## config.mk

```make
export PLATFORM = sky130hd
export DESIGN_NAME = gap_write_decoder
export DESIGN_NICKNAME = d
export VERILOG_FILES = /design/src/design/gap_write_pkg.sv /design/src/design/gap_write_decoder.sv
export SDC_FILE = /design/constraint.sdc
export NUM_CORES = 1
export LEC_CHECK = 0
export BUFFER_PORTS_ARGS = -buffer_cell sky130_fd_sc_hd__buf_2
export CORE_UTILIZATION = 60
export DETAILED_ROUTE_END_ITERATION = 8
export PLACE_DENSITY_LB_ADDON = 0.1
export SYNTH_ARGS = -nofsm -noshare
export SYNTH_HDL_FRONTEND = slang
export SYNTH_SLANG_ARGS = --single-unit
```

## constraint.sdc

```tcl
create_clock -name clk_i -period 7.3 [get_ports clk_i]
set_clock_uncertainty 0.05 [all_clocks]
set_input_delay 2.19 -clock clk_i [delete_from_list [all_inputs] [get_ports clk_i]]
set_output_delay 2.19 -clock clk_i [all_outputs]
set_load 0.01 [all_outputs]
```

## src/design/gap_write_pkg.sv

```systemverilog
// constants, field layout and types of the gap write decoder
// assumes a 10 MHz system clock and a field clock sampled as a plain input
package gap_write_pkg;

    // system clock and programming time
    localparam int CLK_MHZ = 10;
    localparam int PROG_TIME_MS = 16;
    localparam int PROG_CYCLES_DFLT = PROG_TIME_MS * 1000 * CLK_MHZ;

    // interval classification, in field clocks
    localparam int CNT_W = 7;
    localparam logic [CNT_W-1:0] ZERO_MIN = 7'h10;
    localparam logic [CNT_W-1:0] ZERO_MAX = 7'h20;
    localparam logic [CNT_W-1:0] ONE_MIN = 7'h30;
    localparam logic [CNT_W-1:0] ONE_MAX = 7'h40;
    localparam logic [CNT_W-1:0] CNT_SAT = 7'h7F;
    localparam logic [CNT_W-1:0] CNT_STEP = 7'h01;

    // frame layout: opcode, lock, data, address, first bit is the msb
    localparam int BITS_W = 6;
    localparam logic [BITS_W-1:0] OP_LAST = 6'h01;
    localparam logic [BITS_W-1:0] OP_BITS = 6'h02;
    localparam logic [BITS_W-1:0] FRAME_BITS = 6'h26;
    localparam logic [BITS_W-1:0] BITS_STEP = 6'h01;
    localparam logic [1:0] WRITE_OPCODE = 2'h2;
    localparam int FRAME_W = 38;
    localparam int CMD_W = 36;
    localparam int DATA_BITS = 32;
    localparam int ADDR_W = 3;
    localparam int CMD_DATA_LSB = 3;
    localparam int CMD_LOCK_POS = 35;

    // memory: 8 blocks of 33 bits, lock bit on top
    localparam int BLOCKS = 8;
    localparam int BLOCK_W = 33;
    localparam int LOCK_POS = 32;
    localparam logic [BITS_W-1:0] BLOCK_LAST_BIT = 6'h20;
    localparam logic [ADDR_W-1:0] BLK_STEP = 3'h1;

    // read mode: one bit every 32 field clocks
    localparam logic [4:0] READ_RATE_LAST = 5'h1F;
    localparam logic [4:0] RATE_STEP = 5'h01;

    localparam int FIFO_DEPTH = 16;

    typedef enum logic [1:0] {
        ST_READ = 2'b00,
        ST_WRITE = 2'b01
    } mode_type;

endpackage

```

## src/design/gap_write_decoder.sv

```systemverilog
// gap write decoder: decodes field-gap writes, queues block writes, programs memory
// assumes gap_i and field_clk_i are asynchronous levels from the analog front end
`timescale 1ns/1ps

module cmd_fifo #(
    parameter int WIDTH = 36,
    parameter int DEPTH = 16
) (
    // clock and reset
    input wire logic clk_i,
    input wire logic rstn_i,
    // fill side
    input wire logic in_valid_i,
    output logic in_ready_o,
    input wire logic [WIDTH-1:0] in_data_i,
    // drain side
    output logic out_valid_o,
    input wire logic out_ready_i,
    output logic [WIDTH-1:0] out_data_o
);
    localparam int AW = $clog2(DEPTH);

    typedef struct packed {
        logic [DEPTH-1:0][WIDTH-1:0] mem;
        logic [AW:0] wp;
        logic [AW:0] rp;
    } fifo_state_type;

    fifo_state_type s_reg;
    fifo_state_type s_next;
    logic full;
    logic empty;

    assign full = (s_reg.wp[AW] != s_reg.rp[AW]) && (s_reg.wp[AW-1:0] == s_reg.rp[AW-1:0]);
    assign empty = (s_reg.wp == s_reg.rp);
    assign in_ready_o = !full;
    assign out_valid_o = !empty;
    assign out_data_o = s_reg.mem[s_reg.rp[AW-1:0]];

    always_comb begin
        s_next = s_reg;
        if (in_valid_i && !full) begin
            s_next.mem[s_reg.wp[AW-1:0]] = in_data_i;
            s_next.wp = (AW+1)'(s_reg.wp + 1);
        end
        if (out_ready_i && !empty) begin
            s_next.rp = (AW+1)'(s_reg.rp + 1);
        end
    end

    always_ff @(posedge clk_i or negedge rstn_i) begin
        if (!rstn_i) begin
            s_reg <= '0;
        end else begin
            s_reg <= s_next;
        end
    end
endmodule

module gap_write_decoder #(
    parameter int PROG_CYCLES = gap_write_pkg::PROG_CYCLES_DFLT
) (
    // clock and reset
    input wire logic clk_i,
    input wire logic rstn_i,
    // analog front end
    input wire logic gap_i,
    input wire logic field_clk_i,
    // coil load modulation
    output logic load_mod_o,
    // status
    output logic write_mode_o,
    output logic decode_err_o,
    output logic frame_ok_o,
    output logic prog_busy_o,
    output logic prog_done_o,
    output logic prog_locked_o
);
    typedef struct packed {
        gap_write_pkg::mode_type st;
        logic gap_s1;
        logic gap_s2;
        logic gap_s3;
        logic fclk_s1;
        logic fclk_s2;
        logic fclk_s3;
        logic [gap_write_pkg::CNT_W-1:0] cnt;
        logic [gap_write_pkg::BITS_W-1:0] bits;
        logic [gap_write_pkg::FRAME_W-1:0] frame;
        logic busy;
        logic [31:0] pcnt;
        logic [gap_write_pkg::CMD_W-1:0] wcmd;
        logic [gap_write_pkg::BLOCKS-1:0][gap_write_pkg::BLOCK_W-1:0] mem;
        logic [4:0] rate;
        logic [gap_write_pkg::BITS_W-1:0] rbit;
        logic [gap_write_pkg::ADDR_W-1:0] rblk;
        logic mod;
        logic wmode;
        logic err;
        logic ok;
        logic done;
        logic locked;
    } dec_state_type;

    localparam logic [31:0] PROG_LAST = 32'(PROG_CYCLES - 1);

    dec_state_type s_reg;
    dec_state_type s_next;
    logic gap_edge;
    logic fclk_rise;
    logic is_zero;
    logic is_one;
    logic push_valid;
    logic fifo_in_ready;
    logic fifo_out_valid;
    logic [gap_write_pkg::CMD_W-1:0] fifo_out;
    logic [gap_write_pkg::ADDR_W-1:0] waddr;

    assign gap_edge = s_reg.gap_s2 && !s_reg.gap_s3;
    assign fclk_rise = s_reg.fclk_s2 && !s_reg.fclk_s3;
    assign is_zero = (s_reg.cnt >= gap_write_pkg::ZERO_MIN) && (s_reg.cnt <= gap_write_pkg::ZERO_MAX);
    assign is_one = (s_reg.cnt >= gap_write_pkg::ONE_MIN) && (s_reg.cnt <= gap_write_pkg::ONE_MAX);
    assign waddr = s_reg.wcmd[gap_write_pkg::ADDR_W-1:0];

    cmd_fifo #(
        .WIDTH(gap_write_pkg::CMD_W),
        .DEPTH(gap_write_pkg::FIFO_DEPTH)
    ) u_fifo (
        .clk_i(clk_i),
        .rstn_i(rstn_i),
        .in_valid_i(push_valid),
        .in_ready_o(fifo_in_ready),
        .in_data_i(s_reg.frame[gap_write_pkg::CMD_W-1:0]),
        .out_valid_o(fifo_out_valid),
        .out_ready_i(!s_reg.busy),
        .out_data_o(fifo_out)
    );

    always_comb begin
        s_next = s_reg;
        push_valid = 1'b0;
        s_next.err = 1'b0;
        s_next.ok = 1'b0;
        s_next.done = 1'b0;
        s_next.locked = 1'b0;
        s_next.gap_s1 = gap_i;
        s_next.gap_s2 = s_reg.gap_s1;
        s_next.gap_s3 = s_reg.gap_s2;
        s_next.fclk_s1 = field_clk_i;
        s_next.fclk_s2 = s_reg.fclk_s1;
        s_next.fclk_s3 = s_reg.fclk_s2;
        // interval counter restarted by every gap
        if (gap_edge) begin
            s_next.cnt = '0;
        end else if (fclk_rise && s_reg.cnt != gap_write_pkg::CNT_SAT) begin
            s_next.cnt = s_reg.cnt + gap_write_pkg::CNT_STEP;
        end
        case (s_reg.st)
            gap_write_pkg::ST_READ: begin
                if (gap_edge) begin
                    s_next.st = gap_write_pkg::ST_WRITE;
                    s_next.bits = '0;
                end
            end
            gap_write_pkg::ST_WRITE: begin
                if (gap_edge) begin
                    // bad interval, wrong opcode or an extra bit drops the frame
                    if ((!is_zero && !is_one) || s_reg.bits == gap_write_pkg::FRAME_BITS ||
                        (s_reg.bits == gap_write_pkg::OP_LAST &&
                         {s_reg.frame[0], is_one} != gap_write_pkg::WRITE_OPCODE)) begin
                        s_next.st = gap_write_pkg::ST_READ;
                        s_next.err = 1'b1;
                    end else begin
                        s_next.frame = {s_reg.frame[gap_write_pkg::FRAME_W-2:0], is_one};
                        s_next.bits = s_reg.bits + gap_write_pkg::BITS_STEP;
                    end
                end else if (s_reg.cnt > gap_write_pkg::ONE_MAX) begin
                    // no further gap: the frame has ended
                    s_next.st = gap_write_pkg::ST_READ;
                    if (s_reg.bits == gap_write_pkg::FRAME_BITS) begin
                        push_valid = 1'b1;
                        s_next.ok = fifo_in_ready;
                        s_next.err = !fifo_in_ready;
                    end else begin
                        s_next.err = 1'b1;
                    end
                end
            end
            default: begin
                s_next.st = gap_write_pkg::ST_READ;
            end
        endcase
        // block programming, one queued command at a time
        if (!s_reg.busy) begin
            if (fifo_out_valid) begin
                s_next.busy = 1'b1;
                s_next.wcmd = fifo_out;
                s_next.pcnt = '0;
            end
        end else if (s_reg.pcnt == PROG_LAST) begin
            s_next.busy = 1'b0;
            if (s_reg.mem[waddr][gap_write_pkg::LOCK_POS]) begin
                s_next.locked = 1'b1;
            end else begin
                s_next.mem[waddr] = {s_reg.wcmd[gap_write_pkg::CMD_LOCK_POS],
                    s_reg.wcmd[gap_write_pkg::CMD_DATA_LSB +: gap_write_pkg::DATA_BITS]};
                s_next.done = 1'b1;
            end
        end else begin
            s_next.pcnt = s_reg.pcnt + 32'h00000001;
        end
        // read mode: stream blocks bit by bit onto the coil load
        if (s_reg.st == gap_write_pkg::ST_READ && fclk_rise) begin
            if (s_reg.rate == gap_write_pkg::READ_RATE_LAST) begin
                s_next.rate = '0;
                if (s_reg.rbit == gap_write_pkg::BLOCK_LAST_BIT) begin
                    s_next.rbit = '0;
                    s_next.rblk = s_reg.rblk + gap_write_pkg::BLK_STEP;
                end else begin
                    s_next.rbit = s_reg.rbit + gap_write_pkg::BITS_STEP;
                end
            end else begin
                s_next.rate = s_reg.rate + gap_write_pkg::RATE_STEP;
            end
        end
        // load released in the same cycle in which write mode starts
        s_next.mod = (s_next.st == gap_write_pkg::ST_READ) && s_reg.mem[s_reg.rblk][s_reg.rbit];
        s_next.wmode = (s_next.st == gap_write_pkg::ST_WRITE);
    end

    always_ff @(posedge clk_i or negedge rstn_i) begin
        if (!rstn_i) begin
            s_reg <= '0;
        end else begin
            s_reg <= s_next;
        end
    end

    assign load_mod_o = s_reg.mod;
    assign write_mode_o = s_reg.wmode;
    assign decode_err_o = s_reg.err;
    assign frame_ok_o = s_reg.ok;
    assign prog_busy_o = s_reg.busy;
    assign prog_done_o = s_reg.done;
    assign prog_locked_o = s_reg.locked;
endmodule

```

== Word-level counts from Yosys, hierarchy flattened ==
Cells that the tools add are included.

* Logic and storage cells: 169
* Register bits after elaboration: 998
* Input bits: 4

* Magnitude comparators: 12
* Reduce and logical (&&, ||, !) cells: 34
* Mux-type cells: 46
* Equality and inequality tests: 17
* Add/sub/neg operators: 8
* Bitwise gates (word level): 4

{| class="wikitable"
|+ Operators by type and width
! cell !! count
|-
| 576-bit bitwise mux || 1
|-
| 264-bit bitwise mux || 1
|-
| 33-bit binary-select mux with 3-bit select || 2
|-
| 36-bit binary-select mux with 4-bit select || 1
|-
| 36-bit demux with 4-bit select || 1
|-
| 33-bit two-way mux || 4
|-
| 33-bit demux with 3-bit select || 1
|-
| 44-bit two-way mux || 2
|-
| 36-bit two-way mux || 2
|-
| 69-bit two-way mux || 1
|-
| 32-bit by 1-bit adder with 32-bit output (second input constant) || 1
|-
| 32-bit by 18-bit equality test with 1-bit output (second input constant) || 1
|-
| 32-bit two-way mux || 1
|-
| 2-bit two-way mux || 8
|-
| 5-bit by 1-bit adder with 5-bit output (second input constant) || 3
|-
| 1-bit logical AND || 14
|-
| 7-bit two-way mux || 2
|-
| 1-bit two-way mux || 13
|-
| 6-bit by 1-bit adder with 6-bit output (second input constant) || 2
|-
| 6-bit equality test (second input constant) || 2
|-
| 6-bit two-way mux || 2
|-
| 2-bit inequality test (second input constant) || 6
|-
| 6-bit one-hot mux with 2 select lines || 1
|-
| 4-bit by 5-bit < comparator with 1-bit output (second input constant) || 2
|-
| other kinds (29) || 47
|}

== Logic depth before layout (Yosys ltp) ==
* Depth in word-level cells: 11
* Depth in mapped cells: 11

== Cells and area by module ==
Synthesis repeated with hierarchy kept, for this count alone.

* Cell total of the unflattened synthesis: 2993
* Area, all modules: 45396.0 µm²

{| class="wikitable"
|+ Modules (own cells, without submodules)
! module !! seq. area each (µm²) !! cells each !! area an instance (µm²) !! times used
|-
| cmd_fifo || 14664.1 || 1637 || 26964.6 || 1
|-
| gap_write_decoder || 10259.8 || 1356 || 18431.4 || 1
|}

== Least setup slack after synthesis ==
OpenSTA, ideal clock, no wires.

* Path type: flip-flop to flip-flop
* Start point: register s_reg[344] (netlist bit)
* End point: register s_reg[100] (netlist bit)
* Arrival time: 2.610 ns
* Stages on the path, launching flop included: 10
* Setup slack: 4.515 ns
* Required time: 7.125 ns
* Clock period less this slack: 2.785 ns
* Path through: dfrtp_1 > or4_4 > or3_4 > nor2_4 > and4_4 > nand2b_1 > clkbuf_1 > nor2_2 > buf_4 > mux2_2

* Cells in the longest elaborated chain, start to end: 2

{| class="wikitable"
|+ RTL lines
! element !! RTL line !! source
|-
| start, declared || gap_write_decoder.sv:107 || <nowiki>dec_state_type s_reg;</nowiki>
|-
| start signal, assigned || gap_write_decoder.sv:235 || <nowiki>s_reg <= s_next;</nowiki>
|-
| 32-bit by 18-bit equality test with 1-bit output || gap_write_decoder.sv:200 || <nowiki>end else if (s_reg.pcnt == PROG_LAST) begin</nowiki>
|-
| 3-bit AND reduction (no source line) || n/a ||
|}

No other way between the ends.
A chain may end at the register's enable or synchronous reset.

== Final worst setup path ==
* Start point: register u_fifo.s_reg[0] (netlist bit)
* End point: register u_fifo.s_reg[271] (netlist bit)

* Cells in the longest elaborated chain, start to end: 4

{| class="wikitable"
|+ RTL lines
! element !! RTL line !! source
|-
| start, declared || gap_write_decoder.sv:29 || <nowiki>fifo_state_type s_reg;</nowiki>
|-
| start signal, assigned || gap_write_decoder.sv:55 || <nowiki>s_reg <= s_next;</nowiki>
|-
| 4-bit equality test || gap_write_decoder.sv:34 || <nowiki>assign full = (s_reg.wp[AW] != s_reg.rp[AW]) && (s_reg.wp[AW-1:0] == s_reg.rp[AW-1:0]);</nowiki>
|-
| 1-bit logical AND || gap_write_decoder.sv:34 ||
|-
| 1-bit zero test || gap_write_decoder.sv:42 || <nowiki>if (in_valid_i && !full) begin</nowiki>
|-
| 1-bit logical AND || gap_write_decoder.sv:42 ||
|}

No other way between the ends.

==> impl_metrics.json <==
{
  "nFillCells": 4960,
  "ys_seq_area_frac": 0.559,
  "dp_hpwl_um": 58000,
  "period_needed_ns": 4.10,
  "first_pass_iters": 6,
  "finalHoldViolations": 0,
  "die_h_um": 275,
  "wire_per_inst_um": 25.9,
  "vdd_drop_max_mv": 0.165,
  "route.met3.wl_um": 4080,
  "drt.antenna.violating_nets": 0,
  "antenna_found_initial": 0,
  "slew_violations": 0,
  "routed_wirelength_um": 100000,
  "worst_slew_pin_slew_ns": 1.00,
  "cts_resized": 0,
  "cts-root-buf": "clkbuf_16",
  "place.gp.congestion": 0.779,
  "fin_hold_ws_ns": 0.298,
  "cp_data_arrival_time_ns": 4.57,
  "synth_edf_count": 0,
  "finalSetupTns_ns": 0,
  "layout-drive-gt1-share": 0.473,
  "cts-htree-levels": 3,
  "start_util": 0.609,
  "clk_pin_slew_ns": 0.06,
  "vias": 24785,
  "clockBufferDepth": 3,
  "die_w_um": 275,
  "nets": 2862,
  "die_area_um2": 75400,
  "grt_pass1_wl_um": 159000,
  "setup-violations-final": 0,
  "grt_max_degree": 159,
  "outcome": "finished clean",
  "cts_setup_buffers": 0,
  "crit_path_end_kind": "flop",
  "area_growth_pct": 9.57,
  "layout_setup_ws_ns": 3.20,
  "io_pins": 11,
  "grt_overflow": 0,
  "hold_buffers": 0,
  "synthesis.nets": 2907,
  "n_antenna_cell": 0,
  "drt-initial-drc-count": 1892,
  "drv_cap": 0,
  "yosys.area.top_type": "dfrtp_1",
  "synthTopCellsByArea": "dfrtp_1 56%, mux2_2 21%, mux4_2 12%",
  "synth_cell_types": 68,
  "fmax_ghz": 0.244,
  "p_leak_nw": 23.8,
  "finalCritPeriodShare": 0.562,
  "yosys_warnings": 0,
  "coreArea_um2": 73200,
  "instances_no_fill": 3884,
  "dr_wl_met2_um": 48600,
  "slew_headroom": 0.330,
  "cts_tree": "done",
  "synth_ff_type": "dfrtp_1",
  "largest_reg_flops": 586,
  "dp_slack_ns": 3.15,
  "yosysTopAreaCellShare": 0.559,
  "async_reset_ff_frac": 1.00,
  "drt-met1-wl_um": 45300,
  "p_total_mw": 11.0,
  "yosysMostFrequentCell": "dfrtp_1",
  "critPathMaxFanout": 39,
  "min_path_type": "flop to flop",
  "rsz0062_at_grt": "no",
  "top_layer_used": "met4",
  "p_per_area_nw_per_um2": 225,
  "insertion_delay_ns": 0.65,
  "io_buffers": 10,
  "placed_cells": 3697,
  "cts_sinks": 996,
  "grt_pass1_vias": 26519,
  "synthCells": 2887,
  "grt_usage": 0.278,
  "synth_seq_cells": 996,
  "synth_area_per_cell_um2": 15.4,
  "drcViolationCount": 0,
  "required_ns": 7.77,
  "fp-row-count": 99,
  "viasPerCell": 6.38,
  "synth_area_um2": 44600,
  "numCtsBuffers": 102,
  "crit_type": "flop to flop",
  "synth_common_cells": "996 x dfrtp_1, 837 x mux2_2, 245 x mux4_2, 207 x nand2_1, 106 x clkbuf_1",
  "worstSetupStartpointType": "flop"
}
[area by class of cell]
cell class	instances	area, um2	area share
sequential	996	24900	0.510
multi-input combinational	1663	18700	0.383
clock buffer	159	3160	0.0647
tap	959	1200	0.0246
timing repair buffer	60	510	0.0104
clock inverter	28	260	0.00533
inverter	19	71.3	0.00146
[where the power goes]
part           switching (mW)  internal [mW]
Clock                    2.15           3.11
Combinational           0.136         0.0290
Sequential             0.0171           5.54
Total                    2.30           8.67
[metal layers]
layer | GRT usage | vias to the layer above
met2 | 0.448 | 501
met5 | 0 | -
met1 | 0.403 | 13584
met3 | 0.0371 | 155
li1 | - | 10545
met4 | 0.0747 | 0
[worst max-delay path: stages, from the launching register on]
cell	delay [ns]
dfrtp_4	0.95
xor2_1	0.17
nor4_2	0.64
a2111oi_4	0.24
and2_1	0.33
nand2_2	0.60
buf_4	0.51
mux2_2	0.40
[final timing paths]
check                                start           endpoint  slack (ns)  depth (start not counted)
max in group asynchronous           rstn_i  u_fifo.s_reg[437]        4.18                          2
setup reg to reg           u_fifo.s_reg[0]  u_fifo.s_reg[271]        3.20                          7
min in group asynchronous           rstn_i          s_reg[18]        1.57                          1
hold / removal                 s_next[405]        s_next[404]        0.30                          0
hold reg to reg                s_next[405]        s_next[404]        0.30                          0
setup / recovery           u_fifo.s_reg[0]  u_fifo.s_reg[271]        3.20                          7
[cells by family (layout without fill, tap and decap cells)]
kind of cell             count (synthesis)  in the layout  share of synthesized area
AND/OR/NAND/NOR                        359            359                     0.0370
XOR/XNOR                                31             31                    0.00609
flip-flops                             996            996                      0.559
adder cells (fa/ha/maj)                 16             16                    0.00449
AO/OA/AOI/OAI                           98             98                     0.0149
other                                    1              1                  0.0000841
multiplexers                          1158           1158                      0.355
buffers and inverters                  228            266                     0.0231
[stage by stage]
stage               instance area [um2]  utilization
global placement                  45400        0.621
global route                      48900        0.668
finish                            48900        0.668
CTS                               48900        0.668
detailed placement                45400        0.621
floorplan                         44600            -
[cell usage in the layout, fill, tap and decap left out, types with 29 or more instances in the layout]
master and count:
mux2_4 29, mux4_2 245, nor2_1 38, clkbuf_16 105
o21ai_0 29, mux2_2 837, clkbuf_8 33, buf_4 44
mux2i_1 44, dfrtp_1 990, nand2_1 193
Power figures use the tool's default switching activity.
